File: src/dzg_pkg.sv
/*
  Shared constants for the doze and module clock gating block:
  register offsets, field positions, write masks, reset values,
  peripheral slot numbers and the CPU speed state encoding.
  Assumes a single 100 MHz core clock and a 16-bit register port.
*/
package dzg_pkg;
  // Register port geometry
  localparam int          ADDR_W      = 4;
  localparam int          DATA_W      = 16;
  // Register offsets on the plain register port
  localparam logic [3:0]  OFS_CLOCK_DIVIDER_REGISTER  = 4'h0;
  localparam logic [3:0]  OFS_GATE1   = 4'h1;
  localparam logic [3:0]  OFS_GATE2   = 4'h2;
  localparam logic [3:0]  OFS_GATE3   = 4'h3;
  localparam logic [3:0]  OFS_GATE4   = 4'h4;
  localparam logic [3:0]  OFS_GATE6   = 4'h6;
  localparam logic [3:0]  OFS_GATE7   = 4'h7;
  // Clock divider register fields
  localparam int          WAKE_BIT    = 15;
  localparam int          RATIO_MSB   = 14;
  localparam int          RATIO_LSB   = 12;
  localparam int          DOZE_BIT    = 11;
  localparam logic [2:0]  RATIO_RST   = 3'h0;
  // Implemented-bit masks of the gate registers
  localparam logic [15:0] GATE1_MASK  = 16'h3aa9;
  localparam logic [15:0] GATE2_MASK  = 16'h0303;
  localparam logic [15:0] GATE3_MASK  = 16'h0400;
  localparam logic [15:0] GATE4_MASK  = 16'h0008;
  localparam logic [15:0] GATE6_MASK  = 16'h0f00;
  localparam logic [15:0] GATE7_MASK  = 16'h0f00;
  localparam logic [15:0] GATE_RST    = 16'h0000;
  // Gate register bit positions
  localparam int          B_TMR3      = 13;
  localparam int          B_TMR2      = 12;
  localparam int          B_TMR1      = 11;
  localparam int          B_PWM       = 9;
  localparam int          B_I2C       = 7;
  localparam int          B_UART      = 5;
  localparam int          B_SPI       = 3;
  localparam int          B_ADC       = 0;
  localparam int          B_CAP2      = 9;
  localparam int          B_CAP1      = 8;
  localparam int          B_OC2       = 1;
  localparam int          B_OC1       = 0;
  localparam int          B_CMPALL    = 10;
  localparam int          B_REFCLK    = 3;
  localparam int          B_UNIT1     = 8;
  // Peripheral slot count and numbering
  localparam int          NPER        = 22;
  localparam int          P_PG1       = 14;
  localparam int          P_CMP1      = 18;
  // Divider counter width, enough for a ratio of 1:128
  localparam int          CNT_W       = 7;
  // CPU speed state
  typedef enum logic [0:0] {
    SPD_FULL = 1'b0,
    SPD_SLOW = 1'b1
  } dzg_speed_e;
endpackage

File: src/dzg_doze_div.sv
/*
  CPU clock-enable divider for doze operation.
  Assumes the core clock feeds both domains; the CPU only advances
  on cycles where the tick output is high.
*/
`timescale 1ns/100ps
`default_nettype none
module dzg_doze_div
  import dzg_pkg::*;
(
  input  wire logic       clk,
  input  wire logic       rst_n,
  input  wire logic       slow,
  input  wire logic [2:0] ratio,
  output logic            tick
);
  typedef struct packed {
    logic [CNT_W-1:0] cnt;   // Phase within one slow period
    logic             tick;  // Registered CPU clock enable
  } dzg_div_s;

  dzg_div_s st;              // Current state
  dzg_div_s next_st;         // Next state
  logic [CNT_W-1:0] limit;   // Last phase of the period

  // Period of 2^ratio cycles, counted from zero
  always_comb begin
    limit   = CNT_W'((8'h01 << ratio) - 8'h01);
    next_st = st;
    if (!slow) begin
      // Full speed: tick every cycle, phase held at zero
      next_st.cnt  = '0;
      next_st.tick = 1'b1;
    end else if (st.cnt >= limit) begin
      // End of period: one CPU edge, phase restarts
      next_st.cnt  = '0;
      next_st.tick = 1'b1;
    end else begin
      next_st.cnt  = st.cnt + CNT_W'(1);
      next_st.tick = 1'b0;
    end
  end

  // State register
  always_ff @(posedge clk or negedge rst_n) begin
    if (!rst_n) begin
      st <= '{cnt: '0, tick: 1'b1};
    end else begin
      st <= next_st;
    end
  end

  assign tick = st.tick;
endmodule
`default_nettype wire

File: src/dzg_gate_apply.sv
/*
  Per-peripheral clock enables, updated from the gate bits once per
  CPU instruction cycle. Assumes step is a one-cycle pulse on the
  core clock marking each instruction cycle.
*/
`timescale 1ns/100ps
`default_nettype none
module dzg_gate_apply
  import dzg_pkg::*;
#(
  parameter logic [NPER-1:0] PRESENT = '1
)
(
  input  wire logic            clk,
  input  wire logic            rst_n,
  input  wire logic            step,
  input  wire logic [NPER-1:0] gate_req,
  input  wire logic [NPER-1:0] ctrl_on,
  output logic      [NPER-1:0] clk_en,
  output logic      [NPER-1:0] active
);
  typedef struct packed {
    logic [NPER-1:0] en;     // Applied clock enables
  } dzg_gate_s;

  dzg_gate_s st;             // Current state
  dzg_gate_s next_st;        // Next state
  logic [NPER-1:0] next_en;  // Per-slot next enable

  // One slot per peripheral
  for (genvar i = 0; i < NPER; i++) begin : g_slot
    // Missing parts never run; change lands on the instruction edge
    assign next_en[i] = step ? (PRESENT[i] & ~gate_req[i]) : st.en[i];
  end

  // Collect slots into the state copy
  always_comb begin
    next_st    = st;
    next_st.en = next_en;
  end

  // State register; present parts come out of reset enabled
  always_ff @(posedge clk or negedge rst_n) begin
    if (!rst_n) begin
      st <= '{en: PRESENT};
    end else begin
      st <= next_st;
    end
  end

  assign clk_en = st.en;
  assign active = st.en & ctrl_on;
endmodule
`default_nettype wire

File: src/dzg_top.sv
/*
  Doze and module clock gating top level: the clock divider register,
  six gate registers on a plain register port, the CPU clock enable
  divider and the per-peripheral clock enables.
  Assumes one core clock, an interrupt event pulse from the interrupt
  controller on the same clock, and peripherals that honour their
  clock enable and gated register write strobe.
*/
// Summary of operation
// - Slow CPU only while doze enable bit set
// - Three-bit ratio field, 1:1 to 1:128
// - Peripherals keep full-speed clock during doze
// - CPU edges aligned to peripheral clock edges
// - Wake bit returns CPU to full on interrupt
// - Wake bit clear: interrupts leave doze alone
// - Gate bit set stops peripheral clocks
// - Gated peripheral register writes are ignored
// - Enabled only if present and bit clear
// - Gate change takes effect one instruction later
// - Timer3, timer2, timer1 gate bits 13..11
// - SPI gate bit 3, ADC gate bit 0
// - Capture and compare gates, second register
// - Whole comparator gate, third register bit 10
// - Reference clock gate, fourth register bit 3
// - Pulse generator gates, sixth register 11..8
// - Comparator unit gates, seventh register 11..8
// - Unimplemented gate bits read zero, ignore writes
`timescale 1ns/100ps
`default_nettype none
module dzg_top
  import dzg_pkg::*;
#(
  parameter logic [NPER-1:0] PERIPH_PRESENT = '1
)
(
  input  wire logic              CORE_CLK,
  input  wire logic              RST_N,
  input  wire logic [ADDR_W-1:0] REG_ADDR,
  input  wire logic [DATA_W-1:0] REG_WDATA,
  input  wire logic              REG_WR,
  input  wire logic              REG_RD,
  output logic      [DATA_W-1:0] REG_RDATA,
  input  wire logic              IRQ_EVENT,
  input  wire logic [NPER-1:0]   PERIPH_CTRL_ON,
  input  wire logic [NPER-1:0]   PERIPH_SFR_WR,
  output logic                   CPU_CLK_EN,
  output logic                   CPU_SLOW,
  output logic      [NPER-1:0]   PERIPH_CLK_EN,
  output logic      [NPER-1:0]   PERIPH_ACTIVE,
  output logic      [NPER-1:0]   PERIPH_SFR_WR_OK
);

  // All register state of the block
  typedef struct packed {
    logic             wake;      // Wake to full speed on interrupt
    logic [2:0]       ratio;     // CPU divide code
    logic             doze;      // Doze enable
    logic [15:0]      gate1;     // Timers, PWM, serial, ADC gates
    logic [15:0]      gate2;     // Capture and compare gates
    logic [15:0]      gate3;     // Comparator module gate
    logic [15:0]      gate4;     // Reference clock gate
    logic [15:0]      gate6;     // Pulse generator gates
    logic [15:0]      gate7;     // Comparator unit gates
    logic [DATA_W-1:0] rdata;    // Read data, valid one cycle
    dzg_speed_e       speed;     // Reported CPU speed
  } dzg_top_s;

  dzg_top_s st;                  // Current state
  dzg_top_s next_st;             // Next state

  logic            wr_clock_divider_register;    // Write to clock divider register
  logic            wr_gate1;     // Write to first gate register
  logic            wr_gate2;     // Write to second gate register
  logic            wr_gate3;     // Write to third gate register
  logic            wr_gate4;     // Write to fourth gate register
  logic            wr_gate6;     // Write to sixth gate register
  logic            wr_gate7;     // Write to seventh gate register
  logic            irq_wake;     // Interrupt forces full speed
  logic            slow_req;     // Divided CPU clock requested
  logic            cpu_tick;     // One CPU clock edge
  logic [NPER-1:0] gate_req;     // Gate bits in slot order
  logic [NPER-1:0] per_en;       // Applied peripheral enables
  logic [15:0]     clock_divider_register_view;  // Clock divider register as read
  logic [15:0]     rd_mux;       // Selected read value

  // Write strobes per register
  assign wr_clock_divider_register = REG_WR && (REG_ADDR == OFS_CLOCK_DIVIDER_REGISTER);
  assign wr_gate1  = REG_WR && (REG_ADDR == OFS_GATE1);
  assign wr_gate2  = REG_WR && (REG_ADDR == OFS_GATE2);
  assign wr_gate3  = REG_WR && (REG_ADDR == OFS_GATE3);
  assign wr_gate4  = REG_WR && (REG_ADDR == OFS_GATE4);
  assign wr_gate6  = REG_WR && (REG_ADDR == OFS_GATE6);
  assign wr_gate7  = REG_WR && (REG_ADDR == OFS_GATE7);

  // Interrupt wake only when armed and dozing
  assign irq_wake = IRQ_EVENT && st.wake && st.doze;

  // Divide only while doze is on and ratio exceeds 1:1
  assign slow_req = st.doze && (st.ratio != RATIO_RST);

  // Clock divider register as software sees it
  always_comb begin
    clock_divider_register_view                      = '0;
    clock_divider_register_view[WAKE_BIT]            = st.wake;
    clock_divider_register_view[RATIO_MSB:RATIO_LSB] = st.ratio;
    clock_divider_register_view[DOZE_BIT]            = st.doze;
  end

  // Read mux; holes and unknown offsets read zero
  always_comb begin
    unique case (REG_ADDR)
      OFS_CLOCK_DIVIDER_REGISTER: begin
        rd_mux = clock_divider_register_view;
      end
      OFS_GATE1: begin
        rd_mux = st.gate1 & GATE1_MASK;
      end
      OFS_GATE2: begin
        rd_mux = st.gate2 & GATE2_MASK;
      end
      OFS_GATE3: begin
        rd_mux = st.gate3 & GATE3_MASK;
      end
      OFS_GATE4: begin
        rd_mux = st.gate4 & GATE4_MASK;
      end
      OFS_GATE6: begin
        rd_mux = st.gate6 & GATE6_MASK;
      end
      OFS_GATE7: begin
        rd_mux = st.gate7 & GATE7_MASK;
      end
      default: begin
        // Unmapped offset
        rd_mux = '0;
      end
    endcase
  end

  // Next-state logic for all registers
  always_comb begin
    next_st = st;

    // Read data stands only in the cycle after the read strobe
    if (REG_RD) begin
      next_st.rdata = rd_mux;
    end else begin
      next_st.rdata = '0;
    end

    // Clock divider register
    if (wr_clock_divider_register) begin
      // Software write wins over a coincident interrupt wake
      next_st.wake  = REG_WDATA[WAKE_BIT];
      next_st.ratio = REG_WDATA[RATIO_MSB:RATIO_LSB];
      next_st.doze  = REG_WDATA[DOZE_BIT];
    end else if (irq_wake) begin
      // Drop doze so the read-back shows full speed
      next_st.doze = 1'b0;
    end

    // Gate registers keep only implemented bits
    if (wr_gate1) begin
      next_st.gate1 = REG_WDATA & GATE1_MASK;
    end
    if (wr_gate2) begin
      next_st.gate2 = REG_WDATA & GATE2_MASK;
    end
    if (wr_gate3) begin
      next_st.gate3 = REG_WDATA & GATE3_MASK;
    end
    if (wr_gate4) begin
      next_st.gate4 = REG_WDATA & GATE4_MASK;
    end
    if (wr_gate6) begin
      next_st.gate6 = REG_WDATA & GATE6_MASK;
    end
    if (wr_gate7) begin
      next_st.gate7 = REG_WDATA & GATE7_MASK;
    end

    // Speed report follows the divider request
    unique case (st.speed)
      SPD_FULL: begin
        if (slow_req) begin
          next_st.speed = SPD_SLOW;
        end
      end
      SPD_SLOW: begin
        if (!slow_req) begin
          next_st.speed = SPD_FULL;
        end
      end
    endcase
  end

  // Register update
  always_ff @(posedge CORE_CLK or negedge RST_N) begin
    if (!RST_N) begin
      st.wake  <= 1'b0;
      st.ratio <= RATIO_RST;
      st.doze  <= 1'b0;
      st.gate1 <= GATE_RST;
      st.gate2 <= GATE_RST;
      st.gate3 <= GATE_RST;
      st.gate4 <= GATE_RST;
      st.gate6 <= GATE_RST;
      st.gate7 <= GATE_RST;
      st.rdata <= '0;
      st.speed <= SPD_FULL;
    end else begin
      st <= next_st;
    end
  end

  // CPU clock enable; divider restarts on each entry to doze
  dzg_doze_div u_div (
    .clk   (CORE_CLK),
    .rst_n (RST_N),
    .slow  (slow_req),
    .ratio (st.ratio),
    .tick  (cpu_tick)
  );

  // Gate bits gathered into peripheral slots
  always_comb begin
    gate_req     = '0;
    gate_req[0]  = st.gate1[B_ADC];
    gate_req[1]  = st.gate1[B_SPI];
    gate_req[2]  = st.gate1[B_UART];
    gate_req[3]  = st.gate1[B_I2C];
    gate_req[4]  = st.gate1[B_PWM];
    gate_req[5]  = st.gate1[B_TMR1];
    gate_req[6]  = st.gate1[B_TMR2];
    gate_req[7]  = st.gate1[B_TMR3];
    gate_req[8]  = st.gate2[B_OC1];
    gate_req[9]  = st.gate2[B_OC2];
    gate_req[10] = st.gate2[B_CAP1];
    gate_req[11] = st.gate2[B_CAP2];
    gate_req[12] = st.gate3[B_CMPALL];
    gate_req[13] = st.gate4[B_REFCLK];
    // Unit 1..4 sit on bits 8..11 of registers six and seven
    gate_req[P_PG1+3:P_PG1]   = st.gate6[B_UNIT1+3:B_UNIT1];
    gate_req[P_CMP1+3:P_CMP1] = st.gate7[B_UNIT1+3:B_UNIT1];
  end

  // Peripheral enables move on the next instruction edge
  dzg_gate_apply #(
    .PRESENT (PERIPH_PRESENT)
  ) u_gate (
    .clk      (CORE_CLK),
    .rst_n    (RST_N),
    .step     (cpu_tick),
    .gate_req (gate_req),
    .ctrl_on  (PERIPH_CTRL_ON),
    .clk_en   (per_en),
    .active   (PERIPH_ACTIVE)
  );

  // Read data from the register only
  assign REG_RDATA = st.rdata;

  // CPU advances only on divided edges
  assign CPU_CLK_EN = cpu_tick;

  // Divided state for the power manager
  assign CPU_SLOW = (st.speed == SPD_SLOW);

  // Peripheral clocks never see the divider, only their gate
  assign PERIPH_CLK_EN = per_en;

  // Register writes into a gated peripheral are dropped
  assign PERIPH_SFR_WR_OK = PERIPH_SFR_WR & per_en;

endmodule
`default_nettype wire

File: config.mk
export PLATFORM = sky130hd
export DESIGN_NAME = dzg_top
export DESIGN_NICKNAME = d
export VERILOG_FILES = /design/src/dzg_pkg.sv /design/src/dzg_doze_div.sv /design/src/dzg_gate_apply.sv /design/src/dzg_top.sv
export SDC_FILE = /design/constraint.sdc
export NUM_CORES = 1
export LEC_CHECK = 0
export ABC_AREA = 1
export ABC_CLOCK_PERIOD_IN_PS = 1890
export BUFFER_PORTS_ARGS = -buffer_cell sky130_fd_sc_hd__buf_2
export CORE_UTILIZATION = 43
export DETAILED_ROUTE_END_ITERATION = 8
export MAX_ROUTING_LAYER = met4
export PLACE_DENSITY = 0.77
export SLEW_MARGIN = 20
export SYNTH_ARGS = -nofsm -noshare
export SYNTH_HDL_FRONTEND = slang
export SYNTH_SLANG_ARGS = --single-unit
export TNS_END_PERCENT = 30
File: constraint.sdc
create_clock -name CORE_CLK -period 1.89 [get_ports CORE_CLK]
set_input_delay 0.378 -clock CORE_CLK [delete_from_list [all_inputs] [get_ports CORE_CLK]]
set_output_delay 0.378 -clock CORE_CLK [all_outputs]
set_load 0.02 [all_outputs]
# Yosys cells after proc, flatten, opt, wreduce, memory -nomap -nowiden
# Cells that the tools add are included.
[op_classes]
order_cmp = 1
bitwise_logic = 24
n_reduce_logical = 13
addsub = 2
eq_ne = 6
muxes = 7
n_shift = 1
[ops]
columns = ["operator", "n"]
rows = [
  ["one-hot mux 16 bit (7 select lines)", 1],
  ["AND 22 bit", 2],
  ["NOT 1 bit", 22],
  ["two-way mux 16 bit", 1],
  ["two-way mux 8 bit", 2],
  ["== test 4 x 3 -> 1 bit, second input constant", 3],
  ["logical AND 1 bit", 10],
  ["== test 4 x 2 -> 1 bit, second input constant", 2],
  ["adder 7 x 1 -> 7 bit, second input constant", 1],
  [">= comparator 7 bit", 1],
  ["left shift 1 x 3 -> 7 bit, first input constant", 1],
  ["subtractor 7 x 1 -> 7 bit, second input constant", 1],
  ["== test 4 x 1 -> 1 bit, second input constant", 1],
  ["zero test 4 bit", 1],
  ["two-way mux 1 bit", 3],
  ["nonzero test 3 bit", 1],
  ["nonzero test 2 bit", 1],
]
[totals]
output_inout_bits = 84
in_bits = 69
ff_bits = 74
word_cells = 68

# Depth between registers and ports, before layout
# Gate-level depths: netlist of run 1.
[logic_depth]
ltp_word = 5
mapped_depth = 12
ltp_nobuf = 12

# Hierarchy
# From an unflattened synthesis of run 1, not the netlist that was laid out.
[unflattened]
cells_unflattened = 475
hier_area_um2 = 3653.5
[by_module_without_submodules]
columns = ["mod", "cells_each", "n_inst", "seq_area_each_um2", "area_per_inst_um2"]
rows = [
  ["dzg_top", 244, 1, 1026.0, 1993.2],
  ["dzg_gate_apply", 159, 1, 578.1, 1114.8],
  ["dzg_doze_div", 72, 1, 201.4, 545.5],
]

# Worst setup path before layout of run 1
# Ideal clock, no wire load.
[synth_path]
path_type = "reg2reg"
start = "register clock_divider_register_view[14] (netlist name)"
end = "register u_div.st[1] (netlist name)"
synth_period_minus_slack_ps = 1990
t_arrival_ps = 1916
n_path_buf = 0
setup_slack_ps = -100
required_time_ps = 1817
stages_incl_launch_ff = 12
setup_ps = 73
cell_sequence = "dfrtp_1 clkinv_1 nand2_1 ha_1 nand2_1 o21ai_0 o211ai_1 ha_1 a21o_1 nor2_1 nand3_2 nor2_1"
[synth_lines]
columns = ["element", "line_no", "text"]
rows = [
  ["end signal: assignment", "dzg_doze_div.sv:47", "st <= '{cnt: '0, tick: 1'b1};"],
  ["end signal: assignment", "dzg_doze_div.sv:49", "st <= next_st;"],
  ["end: declaration", "dzg_doze_div.sv:22", "dzg_div_s st;"],
]

==> results.py, run 1 <==
metrics = {
    "status": {
        "status": "complete, but fails checks",
        "violations": "setup timing",
    },
    "logic_synthesis": {
        "synthTopCellsByCount": "147 x nand2_1, 74 x inv_1, 48 x dfrtp_1, 46 x o21ai_0, 27 x nor2_1",
        "syn_area_sq_um": 3400,
        "netlist.area_leader.share": 0.353,
        "synth_seq_cells": 71,
        "syn_inst": 430,
        "ys_warn_count": 0,
        "synth_seq_area_share": 0.531,
        "ys_async_sr_fraction": 1.00,
        "ys_types": 23,
        "synth_top_area_cell": "dfrtp_1",
        "synth.most_common_cell": "nand2_1",
        "synth_flop_cell": "dfrtp_1",
        "synthTopCellsByArea": "dfrtp_1 35%, dfstp_2 18%, nand2_1 16%, inv_1 8.2%, o21ai_0 6.8%",
        "avgSynthCellArea_sq_um": 7.91,
        "synth-edff-count": 0,
    },
    "finish": {
        "area_growth_syn_to_layout_pct": 37.9,
        "final_nets": 675,
        "multi_input_area_sq_um": 1340,
        "regArea_sq_um": 1810,
        "antennaDiodeCount": 0,
        "fillers": 660,
        "layout.cells.non_filler": 704,
        "postLayoutCoreUtil": 0.610,
        "drive_gt1_frac": 0.369,
    },
    "global_route": {
        "grt_pass1_wl_mm": 13.2,
        "grt_overflow_total": 0,
        "grt_antenna_before_repair": 0,
        "grtUsageTotal": 0.210,
        "grt_max_degree": 72,
        "grt_pass1_vias": 2868,
    },
    "worst_setup_path": {
        "worst_r2r_path_depth": 11,
        "required_ps": 2160,
        "path_cells": "buf_4 > nand3_2 > ha_4 > nand2_2 > o21ai_2 > o211ai_1 > ha_1 > a21o_1 > nor2_2 > nand3_4 > nor2_2",
        "critPathKind": "register to register",
        "worst_path_most_repeated_cell": "nor2_2",
        "cpMaxStageDelayCell": "dfrtp_1",
        "cp-end-kind": "register",
        "cp_max_fo": 8,
        "worstSetupPathDepth": 11,
        "critPathMaxStageDelay_ps": 430,
        "start_kind": "register",
        "path_buf_inv": 1,
        "arrival_ps": 2300,
        "critical-path-top-delay-family": "simple AND/OR/NAND/NOR gates",
    },
    "die": {
        "initial_core_util": 0.442,
        "num_io_pins": 153,
        "die_y_microns": 90.9,
        "die_w_microns": 90.9,
        "coreArea_sq_um": 7690,
        "num_rows": 32,
        "die-area_sq_um": 8270,
    },
    "power": {
        "ir_drop_v": 0.000554,
        "powerDensity_nw_per_um2": 1140,
        "leakage_uw": 0.00274,
    },
    "hold_path": {
        "hp-class": "input pin to async pin",
    },
    "job": {
        "cap_violations": 0,
    },
    "clock_network": {
        "clkTransAtPathRegs_ps": 80,
        "clockBufferDepth": 2,
        "cts_made_buffers": 9,
        "cts-root-buf": "clkbuf_8",
        "h-tree-depth": 3,
        "cts.sinks": 71,
        "clk_latency_ps": 340,
        "cts_hold_buf": 0,
        "cts_tree": "built",
    },
    "timing": {
        "finalHoldViolCount": 0,
        "fin_crit_sh": 1.08,
        "worst_slack_ps": -142,
        "fmax_ghz": 0.492,
        "drv_slew": 0,
        "setup_violations": 8,
        "finClkSkew_ps": 5.55,
        "whs_ps": 51.6,
        "fin_crit_ps": 2030,
        "rsz0062_at_grt": "true",
    },
    "route": {
        "drt-total-wl_mm": 8.18,
        "drtPass1Iterations": 6,
        "num_vias": 3240,
        "met1Wirelength_mm": 3.62,
        "met3WireLength_microns": 407,
        "route.detailed.drc": 0,
        "drt-initial-drc-count": 93,
        "highest_layer": "met4",
        "routedWlPerCell_microns": 11.6,
        "dr_wl_met2_mm": 4.08,
        "via_per_inst": 4.60,
        "postRouteAntennaNets": 0,
    },
    "placement": {
        "pre_cts_ws_ps": -156,
        "routabilityCongestion": 0.853,
        "port_buffers": 146,
        "dp_hpwl_mm": 6.01,
        "dp.cells": 683,
    },
}
==> registers in the layout, indices dropped and copies added (netlist names) <==
name and flops:
gate_req 22, u_gate.clk_en 22, REG_RDATA 13, u_div.st 7
clock_divider_register_view 5, CPU_SLOW 1, u_div.tick 1
==> worst paths after layout <==
check / startpoint / to / slack, ps
setup / recovery: clock_divider_register_view[12]$_DFFE_PN0P_ / u_div.st[3]$_DFF_PN0_ / -140
hold / removal: RST_N / REG_RDATA[9]$_DFF_PN0_ / 50
setup reg to reg: clock_divider_register_view[12]$_DFFE_PN0P_ / u_div.st[3]$_DFF_PN0_ / -140
hold reg to reg: gate_req[0]$_DFFE_PN0P_ / u_gate.clk_en[0]$_DFFE_PN1P_ / 460
max in group asynchronous: RST_N / u_gate.clk_en[7]$_DFFE_PN1P_ / 1510
min in group CORE_CLK: REG_WDATA[15] / clock_divider_register_view[15]$_DFFE_PN0P_ / 260
==> per-stage QoR <==
step	cell area (sq um)	power, uW	TNS [ps]
after CTS	4620	5320	-834
after global placement	4330	3720	-513
final	4690	5330	-939
after floorplan	3410	3140	0
after global routing	4690	5650	-2210
after detailed placement	4330	3780	-1010
==> layer usage <==
layer	GRT usage	vias to the layer above
met5	-	-
met2	0.346	96
met3	0.0379	5
li1	-	1640
met1	0.260	1499
met4	0.0754	0
==> area by class of cell <==
type | instances | share of cell area
Sequential cell | 71 | 0.385
Multi-Input combinational cell | 275 | 0.286
Timing Repair Buffer | 164 | 0.188
Inverter | 76 | 0.0611
Clock buffer | 11 | 0.0302
Tap cell | 102 | 0.0272
Clock inverter | 5 | 0.0224
==> cells in the final DEF, fill, tap and decap left out <==
master | netlist | routed
a21o_1 | 1 | 1
a21oi_1 | 6 | 5
a21oi_2 | 0 | 1
buf_12 | 0 | 1
buf_2 | 1 | 146
buf_4 | 3 | 16
buf_6 | 0 | 1
bufinv_16 | 0 | 3
clkbuf_1 | 6 | 1
clkbuf_8 | 0 | 10
clkinv_1 | 2 | 1
clkinv_2 | 0 | 1
clkinvlp_4 | 0 | 2
conb_1 | 1 | 3
dfrtp_1 | 48 | 48
dfstp_2 | 23 | 23
ha_1 | 9 | 8
ha_4 | 0 | 1
inv_1 | 74 | 74
nand2_1 | 147 | 144
nand2_2 | 1 | 4
nand3_1 | 24 | 23
nand3_2 | 1 | 1
nand3_4 | 0 | 1
nor2_1 | 27 | 20
nor2_2 | 0 | 6
nor2_4 | 0 | 1
nor3_1 | 2 | 2
nor3_4 | 1 | 1
o211ai_1 | 1 | 1
o21ai_0 | 46 | 45
o21ai_2 | 0 | 1
o21bai_2 | 0 | 1
xnor2_1 | 3 | 2
xnor2_2 | 0 | 1
xor2_1 | 2 | 2
==> cells by family (layout without fill, tap and decap cells) <==
family,count (synthesis),after routing,share of synthesized area
other cells,1,3,0.00110
flops,71,71,0.531
simple gates,203,203,0.240
xor+xnor,5,5,0.0129
buf+inv,86,256,0.0986
fa+ha+maj,9,9,0.0331
compound gates,55,55,0.0832
==> timing repair <==
| action | CTS | global route |
|---|---|---|
| buffers inserted | 4 | 1 |
| cloned | 0 | 0 |
| pin swaps | 10 | 12 |
| setup endpoints to repair | 8 | 8 |
| resized for setup | 4 | 15 |
==> power by group <==
part	switching, uW	total (uW)	internal (uW)
sequential	262	2180	1910
clock	571	1480	913
combinational	1030	1670	637
total	1870	5330	3460
No activity file was read; power rests on OpenSTA's default activity.
==> inputs of run 2 (changes only) <==
--- a/config.mk
+++ b/config.mk
@@ -8,10 +8,13 @@
 export ABC_AREA = 1
 export ABC_CLOCK_PERIOD_IN_PS = 1890
 export BUFFER_PORTS_ARGS = -buffer_cell sky130_fd_sc_hd__buf_2
-export CORE_UTILIZATION = 43
+export CAP_MARGIN = 25
+export CELL_PAD_IN_SITES_DETAIL_PLACEMENT = 2
+export CELL_PAD_IN_SITES_GLOBAL_PLACEMENT = 2
+export CORE_UTILIZATION = 23
 export DETAILED_ROUTE_END_ITERATION = 8
 export MAX_ROUTING_LAYER = met4
-export PLACE_DENSITY = 0.77
+export PLACE_DENSITY_LB_ADDON = 0.1
 export SLEW_MARGIN = 20
 export SYNTH_ARGS = -nofsm -noshare
 export SYNTH_HDL_FRONTEND = slang
==> run 2 against run 1 <==
Compared with the run above:
- the flow finishes with violations (hold timing, setup timing)
- clock power rose by 9%
- critical endpoint is now u_div.st[5]$_DFF_PN0_
- die area grew 85%
- worst hold slack got worse by 53 ps
==> results.py, run 2 (synthesis gave the netlist of run 1 again) <==
metrics = {
    "status": {
        "status": "complete, but fails checks",
        "violations": "hold timing, setup timing",
    },
    "finish": {
        "area_growth_syn_to_layout_pct": 43.1,
        "final_cell_mix": "145 x buf_2, 143 x nand2_1, 74 x inv_1",
        "fin_area_sq_um": 4860,
        "drive_gt1_frac": 0.374,
        "antennaDiodeCount": 0,
        "fillers": 1734,
        "final_nets": 677,
        "mostFrequentLayoutCell": "buf_2",
    },
    "timing": {
        "fmax_ghz": 0.476,
        "worst_slack_ps": -210,
        "finalHoldViolCount": 1,
        "rsz0062_at_grt": "true",
        "finClkSkew_ps": 4.99,
        "fin_crit_ps": 2100,
        "drv_slew": 0,
        "whs_ps": -1.37,
        "setup_violations": 8,
        "fin_crit_sh": 1.11,
    },
    "clock_network": {
        "clkTransAtPathRegs_ps": 60,
        "cts_made_buffers": 9,
        "cts-root-buf": "clkbuf_16",
        "cts_hold_buf": 0,
        "h-tree-depth": 3,
        "cts_tree": "built",
        "clockBufferDepth": 2,
        "cts.sinks": 71,
        "clk_latency_ps": 340,
    },
    "placement": {
        "pre_cts_ws_ps": -253,
        "routabilityCongestion": 0.728,
        "dpl_cell_area_sq_um": 4430,
        "dp_hpwl_mm": 8.15,
        "port_buffers": 146,
    },
    "worst_setup_path": {
        "required_ps": 2160,
        "path_cells": "nor2_4 > buf_6 > buf_4 > buf_4 > nand2_4 > xnor2_2 > ha_1 > nand2_1 > inv_1 > o21bai_2 > nand3_4 > nor2_1",
        "worst_r2r_path_depth": 12,
        "critPathKind": "register to register",
        "arrival_ps": 2370,
        "worst_path_most_repeated_cell": "buf_4",
        "endpoint": "u_div.st[5]$_DFF_PN0_",
        "path_buf_inv": 4,
        "cp-end-kind": "register",
        "cpMaxStageDelayCell": "dfrtp_2",
        "start_kind": "register",
        "startpoint": "clock_divider_register_view[12]$_DFFE_PN0P_",
        "critical-path-top-delay-family": "simple AND/OR/NAND/NOR gates",
        "regToRegSetupSlack_ps": -210,
        "reg2reg_to": "u_div.st[5]$_DFF_PN0_",
        "critPathMaxStageDelay_ps": 460,
        "worstSetupPathDepth": 12,
        "cp_max_fo": 8,
        "r2r_start": "clock_divider_register_view[12]$_DFFE_PN0P_",
    },
    "die": {
        "initial_core_util": 0.235,
        "die_w_microns": 124,
        "die_y_microns": 124,
        "num_rows": 44,
        "coreArea_sq_um": 14500,
        "die-area_sq_um": 15300,
        "num_io_pins": 153,
    },
    "route": {
        "highest_layer": "met4",
        "dr_wl_met2_mm": 5.44,
        "met1Wirelength_mm": 4.69,
        "drt-total-wl_mm": 10.9,
        "num_vias": 3417,
        "via_per_inst": 4.34,
        "route.detailed.drc": 0,
        "met3WireLength_microns": 570,
        "postRouteAntennaNets": 0,
        "drtPass1Iterations": 4,
        "drt-initial-drc-count": 80,
        "routedWlPerCell_microns": 13.8,
    },
    "job": {
        "cap_violations": 0,
    },
    "global_route": {
        "grt_max_degree": 45,
        "grt_antenna_before_repair": 0,
        "grt_pass1_vias": 3481,
        "grtUsageTotal": 0.153,
        "grt_overflow_total": 0,
        "grt_pass1_wl_mm": 17.0,
    },
    "power": {
        "leakage_uw": 0.00278,
        "total_power_uw": 5550,
        "ir_drop_v": 0.000358,
        "powerDensity_nw_per_um2": 1140,
    },
    "hold_path": {
        "hp-class": "input pin to async pin",
    },
}
[run 2: changes by cell type in the layout (fill, tap and decap cells not counted), sizes merged]
| cell | previous run | this run |
|---|---|---|
| bufinv | 3 | 0 |
| buf | 164 | 166 |
| clkbuf | 11 | 13 |
| clkinv | 2 | 4 |
| clkinvlp | 2 | 1 |
[run 2: metal layers]
layer | vias up | track usage
met5 | - | -
met4 | 0 | 0.0723
met3 | 11 | 0.0270
met2 | 93 | 0.256
met1 | 1662 | 0.179
li1 | 1651 | -
[run 2: layout make-up]
| cell class | instances | area [sq um] | area share |
|---|---|---|---|
| clock inverters | 3 | 17.5 | 0.00360 |
| clock buffers | 13 | 260 | 0.0535 |
| repair buffers | 166 | 900 | 0.185 |
| inverters | 76 | 287 | 0.0589 |
| flip-flops and latches | 71 | 1810 | 0.372 |
| multi-input cells | 275 | 1360 | 0.280 |
| well taps | 184 | 230 | 0.0473 |
[run 2: how the worst min path moves through the flow]
stage / start / to / slack (ps) / cells after the start
global route: RST_N / gate_req[13]$_DFFE_PN0P_ / 40 / 1
global placement: RST_N / REG_RDATA[3]$_DFF_PN0_ / 380 / 1
finish: RST_N / gate_req[13]$_DFFE_PN0P_ / -1 / 1
CTS: RST_N / gate_req[13]$_DFFE_PN0P_ / 10 / 1
detailed placement: RST_N / gate_req[13]$_DFFE_PN0P_ / 390 / 1
floorplan: RST_N / CPU_SLOW$_DFF_PN0_ / 80 / 0
[run 2: worst reg2reg max path: cells and delay by family (launching register included)]
kind                       cells  cell delay (ps)
DFF                            1              460
adders and majority gates      1              320
buffers and inverters          4              340
xor gates and xnor gates       1              120
AOI/OAI and AO/OA              1              180
and+or+nand+nor                5              610
[run 2: where the power goes]
group | switching (uW) | leakage [uW] | total (uW) | internal, uW
registers | 277 | 0.000874 | 2200 | 1920
clock network | 649 | 0.000136 | 1610 | 956
logic | 1090 | 0.00177 | 1750 | 660
[run 2: stage by stage]
step	utilization	hold WS, ps	TNS [ps]	cells
6_report	0.336	-1.37	-1440	788
2_1_floorplan	-	82.4	0	432
4_1_cts	0.330	13.6	-1620	788
3_3_place_gp	0.306	377	-835	764
3_5_place_dp	0.306	385	-1740	764
5_1_grt	0.336	43.6	-2350	788
[run 2: timing repair]
action,4_1_cts,5_1_grt
gates resized for setup,3,23
buffers inserted,8,0
pin swaps,9,13
endpoints found under the hold margin,0,0
setup endpoints to repair,8,8
